--- src/wddc_pkg.sv ---
package wddc_pkg;

    localparam int SAMP_W = 16;
    localparam int ADDR_W = 12;
    localparam int DATA_W = 8;
    localparam int NCO_W = 12;
    localparam int STAGES = 4;

    localparam logic [11:0] CHIP_DEC_ADDR = 12'h201;
    localparam logic [11:0] SOFT_RST_ADDR = 12'h300;
    localparam logic [11:0] STATUS_ADDR = 12'h302;
    localparam logic [11:0] CTRL_ADDR = 12'h310;
    localparam logic [11:0] NCO_LO_ADDR = 12'h314;
    localparam logic [11:0] NCO_HI_ADDR = 12'h315;

    localparam int CTRL_STAGES_LSB = 0;
    localparam int CTRL_GAIN_BIT = 2;
    localparam int CTRL_C2R_BIT = 3;
    localparam int CTRL_NCO_EN_BIT = 4;
    localparam int SOFT_RST_BIT = 0;
    localparam int CHIP_DEC_MAX = 4;

    localparam logic [7:0] CHIP_DEC_RST = 8'h00;
    localparam logic [7:0] CTRL_RST = 8'h03;
    localparam logic [11:0] NCO_RST = 12'h000;
    localparam logic [11:0] NCO_QUARTER = 12'h400;

    // Quarter-wave sine, 32 steps per turn, full scale 0x7fff
    localparam logic signed [15:0] SIN_LUT [0:8] = '{
        16'sh0000, 16'sh18f9, 16'sh30fb, 16'sh471c, 16'sh5a82,
        16'sh6a6d, 16'sh7641, 16'sh7d8a, 16'sh7fff};

    typedef struct packed {
        logic signed [15:0] i;
        logic signed [15:0] q;
    } wddc_iq_t;

endpackage

--- src/wddc_channel.sv ---
`timescale 1ns/1ns
// Behaviour
// - NCO and quadrature mixers shift band down
// - One to four half-bands, each halving rate
// - Optional gain of 0 dB or 6 dB
// - Real output via fs/4 mix and filtering
// - Real mode ratios 1, 2, 4, 8
// - Complex mode ratios 2, 4, 8, 16
// - Slower channels repeat samples to chip rate
// - Each pair repeated D times at ratio one
// - Real mode: only I output valid
// - Control bit 3 selects real output
module wddc_channel (
    input wire logic ref_clk_i,
    input wire logic rst_i,
    input wire logic [11:0] reg_addr_i,
    input wire logic [7:0] reg_wdata_i,
    input wire logic reg_wr_i,
    input wire logic reg_rd_i,
    output logic [7:0] reg_rdata_o,
    input wire logic signed [15:0] adc_i_i,
    input wire logic signed [15:0] adc_q_i,
    output logic out_valid_o,
    output logic signed [15:0] out_i_o,
    output logic signed [15:0] out_q_o,
    output logic out_q_valid_o
);
    typedef struct packed {
        logic [7:0] chip_dec;
        logic [7:0] ctrl;
        logic [11:0] nco_freq;
        logic soft_rst;
        logic [7:0] rdata;
        logic [11:0] phase;
        wddc_pkg::wddc_iq_t mix;
        logic mix_v;
        logic c2r_par;
        logic col_cnt;
        logic col_rdy;
        wddc_pkg::wddc_iq_t col0;
        wddc_pkg::wddc_iq_t col1;
        wddc_pkg::wddc_iq_t shown0;
        wddc_pkg::wddc_iq_t shown1;
        logic started;
        logic [4:0] div;
        logic [5:0] seq;
        logic out_v;
        wddc_pkg::wddc_iq_t out;
        logic out_qv;
    } wddc_top_state_t;

    wddc_top_state_t s;
    wddc_top_state_t next_s;

    wddc_pkg::wddc_iq_t hb_d [0:4];
    logic hb_v [0:4];
    wddc_pkg::wddc_iq_t sel;
    wddc_pkg::wddc_iq_t g;
    logic sel_v;
    logic c2r;
    logic [2:0] ld;
    logic [2:0] lc;
    logic [2:0] rl;
    logic tick;
    logic [5:0] seq_last;
    logic pair_done;

    function automatic logic signed [15:0] wddc_sin(input logic [11:0] p);
        logic [3:0] k;
        logic signed [15:0] m;
        k = p[10] ? 4'(4'd8 - {1'b0, p[9:7]}) : {1'b0, p[9:7]};
        m = wddc_pkg::SIN_LUT[k];
        return p[11] ? -m : m;
    endfunction

    function automatic logic signed [15:0] wddc_dbl(
        input logic signed [15:0] x);
        if (x[15] != x[14]) begin
            return x[15] ? 16'sh8000 : 16'sh7fff;
        end
        return {x[14:0], 1'b0};
    endfunction

    assign hb_d[0] = s.mix;
    assign hb_v[0] = s.mix_v;

    for (genvar k = 0; k < wddc_pkg::STAGES; k++) begin : g_hb
        wddc_halfband u_hb (
            .ref_clk_i(ref_clk_i),
            .rst_i(rst_i),
            .clear_i(s.soft_rst),
            .in_valid_i(hb_v[k]),
            .in_i(hb_d[k]),
            .out_valid_o(hb_v[k+1]),
            .out_o(hb_d[k+1])
        );
    end

    always_comb begin
        logic [2:0] n;
        logic signed [31:0] p_ic;
        logic signed [31:0] p_qs;
        logic signed [31:0] p_qc;
        logic signed [31:0] p_is;
        logic signed [32:0] acc_i;
        logic signed [32:0] acc_q;
        logic signed [15:0] cs;
        logic signed [15:0] sn;
        // Mixer: (I + jQ) * (cos - j sin)
        cs = wddc_sin(12'(s.phase + wddc_pkg::NCO_QUARTER));
        sn = wddc_sin(s.phase);
        p_ic = 32'(adc_i_i) * 32'(cs);
        p_qs = 32'(adc_q_i) * 32'(sn);
        p_qc = 32'(adc_q_i) * 32'(cs);
        p_is = 32'(adc_i_i) * 32'(sn);
        acc_i = 33'(p_ic) + 33'(p_qs);
        acc_q = 33'(p_qc) - 33'(p_is);
        n = 3'(s.ctrl[wddc_pkg::CTRL_STAGES_LSB +: 2]) + 3'd1;
        c2r = s.ctrl[wddc_pkg::CTRL_C2R_BIT];
        sel = hb_d[n];
        sel_v = hb_v[n];
        ld = c2r ? 3'(n - 3'd1) : n;
        lc = (s.chip_dec[2:0] > 3'(wddc_pkg::CHIP_DEC_MAX)) ?
            3'(wddc_pkg::CHIP_DEC_MAX) : s.chip_dec[2:0];
        rl = (ld > lc) ? 3'(ld - lc) : 3'd0;
        seq_last = 6'((6'd2 << rl) - 6'd1);
        // At or past the limit, so a lowered chip ratio ticks at once
        tick = (s.div >= 5'((5'd1 << lc) - 5'd1));
        g = sel;
        if (s.ctrl[wddc_pkg::CTRL_GAIN_BIT]) begin
            g.i = wddc_dbl(sel.i);
            g.q = wddc_dbl(sel.q);
        end
        pair_done = sel_v && !s.soft_rst && (c2r || s.col_cnt);

        next_s = s;
        next_s.soft_rst = 1'b0;
        next_s.rdata = 8'h00;
        next_s.out_v = 1'b0;
        next_s.out_qv = !c2r;
        if (reg_wr_i) begin
            case (reg_addr_i)
                wddc_pkg::CHIP_DEC_ADDR: next_s.chip_dec = reg_wdata_i;
                wddc_pkg::CTRL_ADDR: next_s.ctrl = reg_wdata_i;
                wddc_pkg::NCO_LO_ADDR: next_s.nco_freq[7:0] = reg_wdata_i;
                wddc_pkg::NCO_HI_ADDR: next_s.nco_freq[11:8] = reg_wdata_i[3:0];
                wddc_pkg::SOFT_RST_ADDR:
                    next_s.soft_rst = reg_wdata_i[wddc_pkg::SOFT_RST_BIT];
                default: next_s.soft_rst = 1'b0;
            endcase
        end
        if (reg_rd_i) begin
            case (reg_addr_i)
                wddc_pkg::CHIP_DEC_ADDR: next_s.rdata = s.chip_dec;
                wddc_pkg::CTRL_ADDR: next_s.rdata = s.ctrl;
                wddc_pkg::NCO_LO_ADDR: next_s.rdata = s.nco_freq[7:0];
                wddc_pkg::NCO_HI_ADDR: next_s.rdata = {4'h0, s.nco_freq[11:8]};
                wddc_pkg::STATUS_ADDR:
                    next_s.rdata = {3'h0, s.col_rdy, s.started, ld};
                default: next_s.rdata = 8'h00;
            endcase
        end

        next_s.mix_v = 1'b1;
        if (s.ctrl[wddc_pkg::CTRL_NCO_EN_BIT]) begin
            next_s.phase = 12'(s.phase + s.nco_freq);
            next_s.mix.i = acc_i[30:15];
            next_s.mix.q = acc_q[30:15];
        end else begin
            next_s.mix.i = adc_i_i;
            next_s.mix.q = adc_q_i;
        end

        // Output pacing and pair repetition at the chip rate
        if (tick) begin
            next_s.div = 5'h00;
            if (!s.started) begin
                if (s.col_rdy) begin
                    next_s.started = 1'b1;
                    next_s.shown0 = s.col0;
                    next_s.shown1 = s.col1;
                    next_s.col_rdy = 1'b0;
                    next_s.seq = 6'h00;
                end
            end else begin
                next_s.out_v = 1'b1;
                next_s.out = s.seq[0] ? s.shown1 : s.shown0;
                next_s.seq = 6'(s.seq + 6'd1);
                if (s.seq >= seq_last) begin
                    next_s.seq = 6'h00;
                    if (s.col_rdy) begin
                        next_s.shown0 = s.col0;
                        next_s.shown1 = s.col1;
                        next_s.col_rdy = 1'b0;
                    end
                end
            end
        end else begin
            next_s.div = 5'(s.div + 5'd1);
        end
        if (c2r) begin
            next_s.out.q = 16'sh0000;
        end

        // Collect a pair; a new pair wins over the load that clears it
        if (sel_v) begin
            if (c2r) begin
                next_s.c2r_par = ~s.c2r_par;
                next_s.col0 = '0;
                next_s.col1 = '0;
                next_s.col0.i = s.c2r_par ? -g.i : g.i;
                next_s.col1.i = s.c2r_par ? g.q : -g.q;
                next_s.col_rdy = 1'b1;
            end else if (!s.col_cnt) begin
                next_s.col0 = g;
                next_s.col_cnt = 1'b1;
            end else begin
                next_s.col1 = g;
                next_s.col_cnt = 1'b0;
                next_s.col_rdy = 1'b1;
            end
        end

        if (s.soft_rst) begin
            next_s.phase = wddc_pkg::NCO_RST;
            // Drop an emission of the old stream decided in this cycle
            next_s.out_v = 1'b0;
            next_s.mix_v = 1'b0;
            next_s.c2r_par = 1'b0;
            next_s.col_cnt = 1'b0;
            next_s.col_rdy = 1'b0;
            next_s.started = 1'b0;
            next_s.div = 5'h00;
            next_s.seq = 6'h00;
        end
    end

    always_ff @(posedge ref_clk_i or posedge rst_i) begin
        if (rst_i) begin
            s <= '0;
            s.chip_dec <= wddc_pkg::CHIP_DEC_RST;
            s.ctrl <= wddc_pkg::CTRL_RST;
            s.nco_freq <= wddc_pkg::NCO_RST;
        end else begin
            s <= next_s;
        end
    end

    assign reg_rdata_o = s.rdata;
    assign out_valid_o = s.out_v;
    assign out_i_o = s.out.i;
    assign out_q_o = s.out.q;
    assign out_q_valid_o = s.out_qv;

    // Clocks between completed pairs, for the rate check only
    logic [6:0] gap;
    logic gap_ok;
    always_ff @(posedge ref_clk_i or posedge rst_i) begin
        if (rst_i) begin
            gap <= 7'h00;
            gap_ok <= 1'b0;
        end else if (s.soft_rst || reg_wr_i) begin
            gap <= 7'h00;
            gap_ok <= 1'b0;
        end else if (pair_done) begin
            gap <= 7'h01;
            gap_ok <= 1'b1;
        end else begin
            gap <= 7'(gap + 7'd1);
        end
    end
endmodule

--- src/wddc_halfband.sv ---
`timescale 1ns/1ns
module wddc_halfband (
    input wire logic ref_clk_i,
    input wire logic rst_i,
    input wire logic clear_i,
    input wire logic in_valid_i,
    input wire wddc_pkg::wddc_iq_t in_i,
    output logic out_valid_o,
    output wddc_pkg::wddc_iq_t out_o
);
    typedef struct packed {
        wddc_pkg::wddc_iq_t d1;
        wddc_pkg::wddc_iq_t d2;
        logic ph;
        logic out_v;
        wddc_pkg::wddc_iq_t out;
    } wddc_hb_state_t;

    wddc_hb_state_t s;
    wddc_hb_state_t next_s;

    function automatic logic signed [15:0] wddc_taps(
        input logic signed [15:0] x0, x1, x2);
        logic signed [17:0] acc;
        acc = 18'(x0) + 18'(x1) + 18'(x1) + 18'(x2);
        return acc[17:2];
    endfunction

    // Taps 1/4 1/2 1/4, output on every second input
    always_comb begin
        next_s = s;
        next_s.out_v = 1'b0;
        if (clear_i) begin
            next_s = '0;
        end else if (in_valid_i) begin
            next_s.d1 = in_i;
            next_s.d2 = s.d1;
            next_s.ph = ~s.ph;
            if (s.ph) begin
                next_s.out_v = 1'b1;
                next_s.out.i = wddc_taps(in_i.i, s.d1.i, s.d2.i);
                next_s.out.q = wddc_taps(in_i.q, s.d1.q, s.d2.q);
            end
        end
    end

    always_ff @(posedge ref_clk_i or posedge rst_i) begin
        if (rst_i) begin
            s <= '0;
        end else begin
            s <= next_s;
        end
    end

    assign out_valid_o = s.out_v;
    assign out_o = s.out;
endmodule

--- config.mk ---
export PLATFORM = sky130hd
export DESIGN_NAME = wddc_channel
export DESIGN_NICKNAME = d
export VERILOG_FILES = /design/src/wddc_pkg.sv /design/src/wddc_channel.sv /design/src/wddc_halfband.sv
export SDC_FILE = /design/constraint.sdc
export NUM_CORES = 2
export LEC_CHECK = 0
export ABC_AREA = 1
export BUFFER_PORTS_ARGS = -buffer_cell sky130_fd_sc_hd__buf_2
export CORE_ASPECT_RATIO = 0.5
export CORE_MARGIN = 4
export CORE_UTILIZATION = 45
export CTS_CLUSTER_SIZE = 8
export DETAILED_ROUTE_END_ITERATION = 8
export PLACE_DENSITY = 0.65
export SYNTH_ARGS = -nofsm -noshare
export SYNTH_HDL_FRONTEND = slang
export SYNTH_HIERARCHICAL = 1
export SYNTH_SLANG_ARGS = --single-unit
--- constraint.sdc ---
create_clock -name ref_clk_i -period 8.45 [get_ports ref_clk_i]
set_input_delay 0.845 -clock ref_clk_i [delete_from_list [all_inputs] [get_ports ref_clk_i]]
set_output_delay 0.845 -clock ref_clk_i [all_outputs]
set_load 0.005 [all_outputs]
# Word-level counts from Yosys, hierarchy flattened
# Memory sizes are Yosys's and may differ from the RTL's.
# Index checks and enable logic that the tools add are counted.
[op_classes]
eq_ne = 12
muxes = 76
reduce_logical = 34
n_shift = 2
n_bitwise = 8
add_sub_neg = 41
n_lt_le_gt_ge = 7
mul = 4
[op_table]
columns = ["operator", "n"]
rows = [
  ["$mux 98", 8],
  ["$mux 16", 15],
  ["$mux 32", 7],
  ["$mux 64", 3],
  ["$mux 33", 5],
  ["$add 17x16->18", 8],
  ["$add 18x16->18", 8],
  ["$add 16x16->17", 8],
  ["$mux 65", 2],
  ["$mul 16x16->31", 4],
  ["$bmux 32 s3", 1],
  ["$eq 12x10->1 const B", 6],
  ["$mux 67", 1],
  ["$neg 16->16", 4],
  ["$pmux 8 s5", 1],
  ["$mux 39", 1],
  ["$reduce_bool 2->1", 16],
  ["$add 31x31->31", 1],
  ["$sub 31x31->31", 1],
  ["$reduce_and 2->1", 15],
  ["$mux 12", 2],
  ["$mux 6", 3],
  ["$mux 1", 17],
  ["$mux 13", 1],
  ["32 further kinds", 46],
]
[word_totals]
wordCells = 246
out_inout_bits = 42
romBits = 512
in_bits = 56
n_memories = 2
register_bits = 651
[mem_list]
columns = ["name", "depth", "word_bits", "read_ports", "rd_ports_with_merged_regs", "wr", "line_no", "rtl"]
rows = [
  ["(name not given)", 16, 16, 1, 0, 0, "wddc_channel.sv:72", "m = wddc_pkg::SIN_LUT[k];"],
  ["(name not given)", 16, 16, 1, 0, 0, "wddc_channel.sv:72", ""],
]

# Logic depth before layout (Yosys ltp)
[depth]
depth_word = 15
mapped_depth = 51
mapped_depth_nobuf = 51

# Cells and area by module
# Netlist, hierarchy kept.
[modules_own_cells]
columns = ["module", "area_each_um2", "seq_area_each_um2", "cells_per_inst", "instances"]
rows = [
  ["wddc_channel", 53242.3, 6483.7, 6387, 1],
  ["wddc_halfband (g_hb[0].u_hb ...)", 6443.7, 2452.4, 808, 3],
  ["wddc_halfband (g_hb[3].u_hb)", 6441.2, 2452.4, 808, 1],
]

# Worst setup path before layout
# Ideal clock, no wire load.
[synth_timing]
path_kind = "register -> register"
from = "register s[217] (netlist name)"
to = "register s, in the netlist hb_d[155]"
setup_time_ns = 0.130
slack_ns = -0.738
t_arrival_ns = 9.059
path_stages_with_launch = 45
t_required_ns = 8.320
period_less_slack_ns = 9.188
n_path_buf = 2
path_cell_list = "dfrtp_1 inv_1 ha_1 nor2_1 nor2_1 ha_1 inv_1 nand2_1 inv_1 buf_1 ha_1 inv_1 nor2_1 nand2_1 nor2_1 inv_1 nor2_1 nor2_1 [9 not listed] fa_1 fa_1 fa_1 fa_1 inv_1 fa_1 inv_1 ha_1 a21oi_1 nor2_1 o21ai_0 o211ai_1 a31oi_1 nand2_1 a21o_1 or2_1 nand3_1 o21ai_1"
[synth_lines]
columns = ["element", "line_no", "rtl"]
rows = [
  ["end signal: assignment", "wddc_channel.sv:245", "s <= next_s;"],
  ["end: declaration", "wddc_channel.sv:52", "wddc_top_state_t s;"],
]

==> run_results.csv <==
group,metric,value,unit
sta,finalCriticalPeriod,8.692,ns
clock_tree,cts-buffers-inserted,92,
critical_path,critPathArrivalTime,9.28,ns
clock_tree,clk_latency,0.71,ns
logic_synthesis,ys_types,62,
floorplan,starting_density_of_the_core,45.43,%
sta,worst_slew_pin_slew,1.150,ns
logic_synthesis,synth_async_sr_flop_share,100.0,%
sta,max_freq,115.1,MHz
logic_synthesis,number_of_enable_flip_flop_cells_after_synthesis,0,
finish,nets,11761,
logic_synthesis,mappedNetlistNets,11390,
routing,wl,246.8,mm
floorplan,placement_rows,108,
floorplan,fp.dieArea,182800,um2
sta,finalSetupViolCount,25,
global_routing,groute.usage.overall,27.20,%
critical_path,cpPeakStageDelay,0.55,ns
finish,leading_cell_types_in_the_layout_fill_and_taps_excluded,"sky130_fd_sc_hd__nand2_1, sky130_fd_sc_hd__inv_1, sky130_fd_sc_hd__fa_1",
routing,drt.antenna.violating_nets,0,
sta,post-route-worst-setup-slack,-0.2419,ns
floorplan,number_of_primary_i_o_pins,98,
sta,period_share,102.9,%
routing,detailedRoute.firstIterationViolations,5085,
sta,skew,0.03849,ns
routing,routed_len_inst,20.00,um
sta,grt_setup_unrepaired,"yes",
global_routing,grt_antenna_before_repair,6,
sta,finalHoldViolations,0,
place,dp_hpwl,195.4,mm
clock_tree,clk_pin_slew,0.06,ns
critical_path,timing.critical_path.slowest_stage_cell,"sky130_fd_sc_hd__fa_1",
critical_path,timing.reg2reg.worst_path_depth,44,
global_routing,largest_net_degree_at_the_start_of_global_routing,171,
finish,mostFrequentLayoutCell,"sky130_fd_sc_hd__nand2_1",
logic_synthesis,synthesis.area,79010,um2
sta,finalMaxSlewViolations,0,
hold_path,worst_hold_path_type,"input port to asynchronous set/reset pin",
logic_synthesis,synth_top_area_share,31.85,%
critical_path,worst_endpoint_required_time,9.04,ns
routing,drt-vias-per-instance,5.256,
clock_tree,max-clock-path-buffers,3,
global_routing,gr-total-overflow,0,
outcome,run_status,"finished, violations left",
global_routing,first_global_vias,66477,
job,max_cap_viol_count,0,
clock_tree,h-tree-depth,3,
clock_tree,clk_tree_root_cell,"sky130_fd_sc_hd__clkbuf_16",
critical_path,critical_path_class,"flip-flop to flip-flop",
finish,drive_gt1_share,15.94,%
logic_synthesis,yosysSeqAreaShare,20.62,%
place,gpl.final_weighted_congestion,1.024,
floorplan,die-width,600.6,um
outcome,failed_checks,"negative setup slack",
clock_tree,clock_tree_from_tritoncts,"built",
logic_synthesis,synth.yosys.warnings,6,
finish,fin_util,52.21,%
place,placement.io_buffers,97,
critical_path,critical-path-top-cell-by-count,"sky130_fd_sc_hd__fa_1",
finish,area_delta_synth_final,14.91,%
floorplan,die_height,304.3,um
critical_path,cp-end-kind,"flip-flop",
logic_synthesis,synth.area.top_cells,"sky130_fd_sc_hd__fa_1, sky130_fd_sc_hd__dfrtp_1, sky130_fd_sc_hd__nand2_1, sky130_fd_sc_hd__inv_1, sky130_fd_sc_hd__ha_1",
sta,slew-limit-headroom,23.17,%
routing,drt-pass1-iter-count,6,
clock_tree,cts_num_sinks,651,
global_routing,first_pass_grt_wire_length,388.7,mm
floorplan,fp.coreArea,173900,um2
logic_synthesis,postSynthCellCount,9619,
clock_tree,hold_buffer_count_at_cts,0,
critical_path,cp_max_fo,6,
routing,remaining_drc_errors,0,
routing,route.vias.total,64857,
logic_synthesis,yosys_register_bits,651,
logic_synthesis,synthFlopType,"sky130_fd_sc_hd__dfrtp_1",
logic_synthesis,synth_top_cell_by_area,"sky130_fd_sc_hd__fa_1",
critical_path,start_kind,"flip-flop",
logic_synthesis,post_synth.cell_area_avg,8.214,um2
finish,num-fill-cells,16139,
sequential cells by signal, summed over array words and instances (netlist names), 4 cells and up:
signal,flops
g_hb.u_hb/s,260
s,183
g_hb.u_hb/out_o,128
hb_d,32
out_i_o,16
out_q_o,16
reg_rdata_o,8
g_hb.u_hb/out_valid_o,4
cells in the mapped netlist, types with 52 or more instances:
cell and n:
sky130_fd_sc_hd__ha_1 458, sky130_fd_sc_hd__buf_4 182, sky130_fd_sc_hd__xor2_1 52, sky130_fd_sc_hd__nand3_1 516, sky130_fd_sc_hd__dfrtp_1 649, sky130_fd_sc_hd__clkbuf_1 195
sky130_fd_sc_hd__o21ai_0 568, sky130_fd_sc_hd__buf_2 106, sky130_fd_sc_hd__nor2_1 754, sky130_fd_sc_hd__a21oi_1 220, sky130_fd_sc_hd__inv_1 1851, sky130_fd_sc_hd__inv_2 58
sky130_fd_sc_hd__o22ai_1 59, sky130_fd_sc_hd__nand2_1 2180, sky130_fd_sc_hd__fa_1 1257
per-layer routing:
metal,vias up,share of wire (%),track usage [%]
li1,29761,-,-
met1,32026,41,36.39
met2,2484,45,42.39
met3,578,8.7,6.160
met4,8,5.4,12.20
met5,-,0.024,0
critical path: cells and delay by family (launching register included):
kind,cells,cell delay (ns)
flops,1,0.38
compound gates,5,0.88
simple gates,14,1.35
buf+inv,13,1.03
fa+ha+maj,12,4.96
final timing paths:
path | startpoint | end | slack, ns
max | s[217] | hb_d[159] | -0.24
min | rst_i | g_hb[1].u_hb/s[65] | 0.25
max reg2reg | s[217] | hb_d[159] | -0.24
min reg2reg | s[249] | s[249] | 0.48
max in group asynchronous | rst_i | s[97] | 6.36
min in group ref_clk_i | reg_rd_i | reg_rdata_o[0] | 0.40
timing repair:
action                     in CTS  in global routing
setup buffers                  52                 33
setup endpoints to repair      32                 32
gates resized for setup       428                277
gates cloned                    1                  1
pin swaps                     205                192
kinds of logic after synthesis:
group	Yosys count	share of synthesized area, %
compound gates	1033	7.199
xor+xnor	103	1.142
fa+ha+maj	1715	39.10
buf+inv	2436	12.69
flops	651	20.62
mux	13	0.1853
other cells	1	0.004746
simple gates	3667	19.06
per-stage QoR:
stage	instances	setup WS (ns)	cell area, um2	setup TNS, ns	hold slack [ns]
CTS	12307	-0.2970	89510	-4.684	0.2062
global placement	12131	-0.7723	84810	-15.63	0.4667
finish	12340	-0.2419	90800	-3.509	0.2500
global route	12333	-0.6038	90780	-13.76	0.2459
detailed placement	12131	-0.8911	84810	-18.96	0.4672
floorplan	9619	-0.05822	79130	-0.1013	0.4450
layout make-up:
type	count	area, um2	share of cell area, %
Tap cell	2310	2890	3.183
Multi-Input combinational cell	6533	55080	60.66
Timing Repair Buffer	791	6620	7.291
Antenna cell	8	20.02	0.02205
Inverter	1921	7295	8.034
Clock buffer	117	2406	2.650
Sequential cell	651	16300	17.95
Clock inverter	9	192.7	0.2122
Power is left out: the tool's default activity adds up to more than one toggle a clock period on the data nets, which glitch-free logic cannot reach.
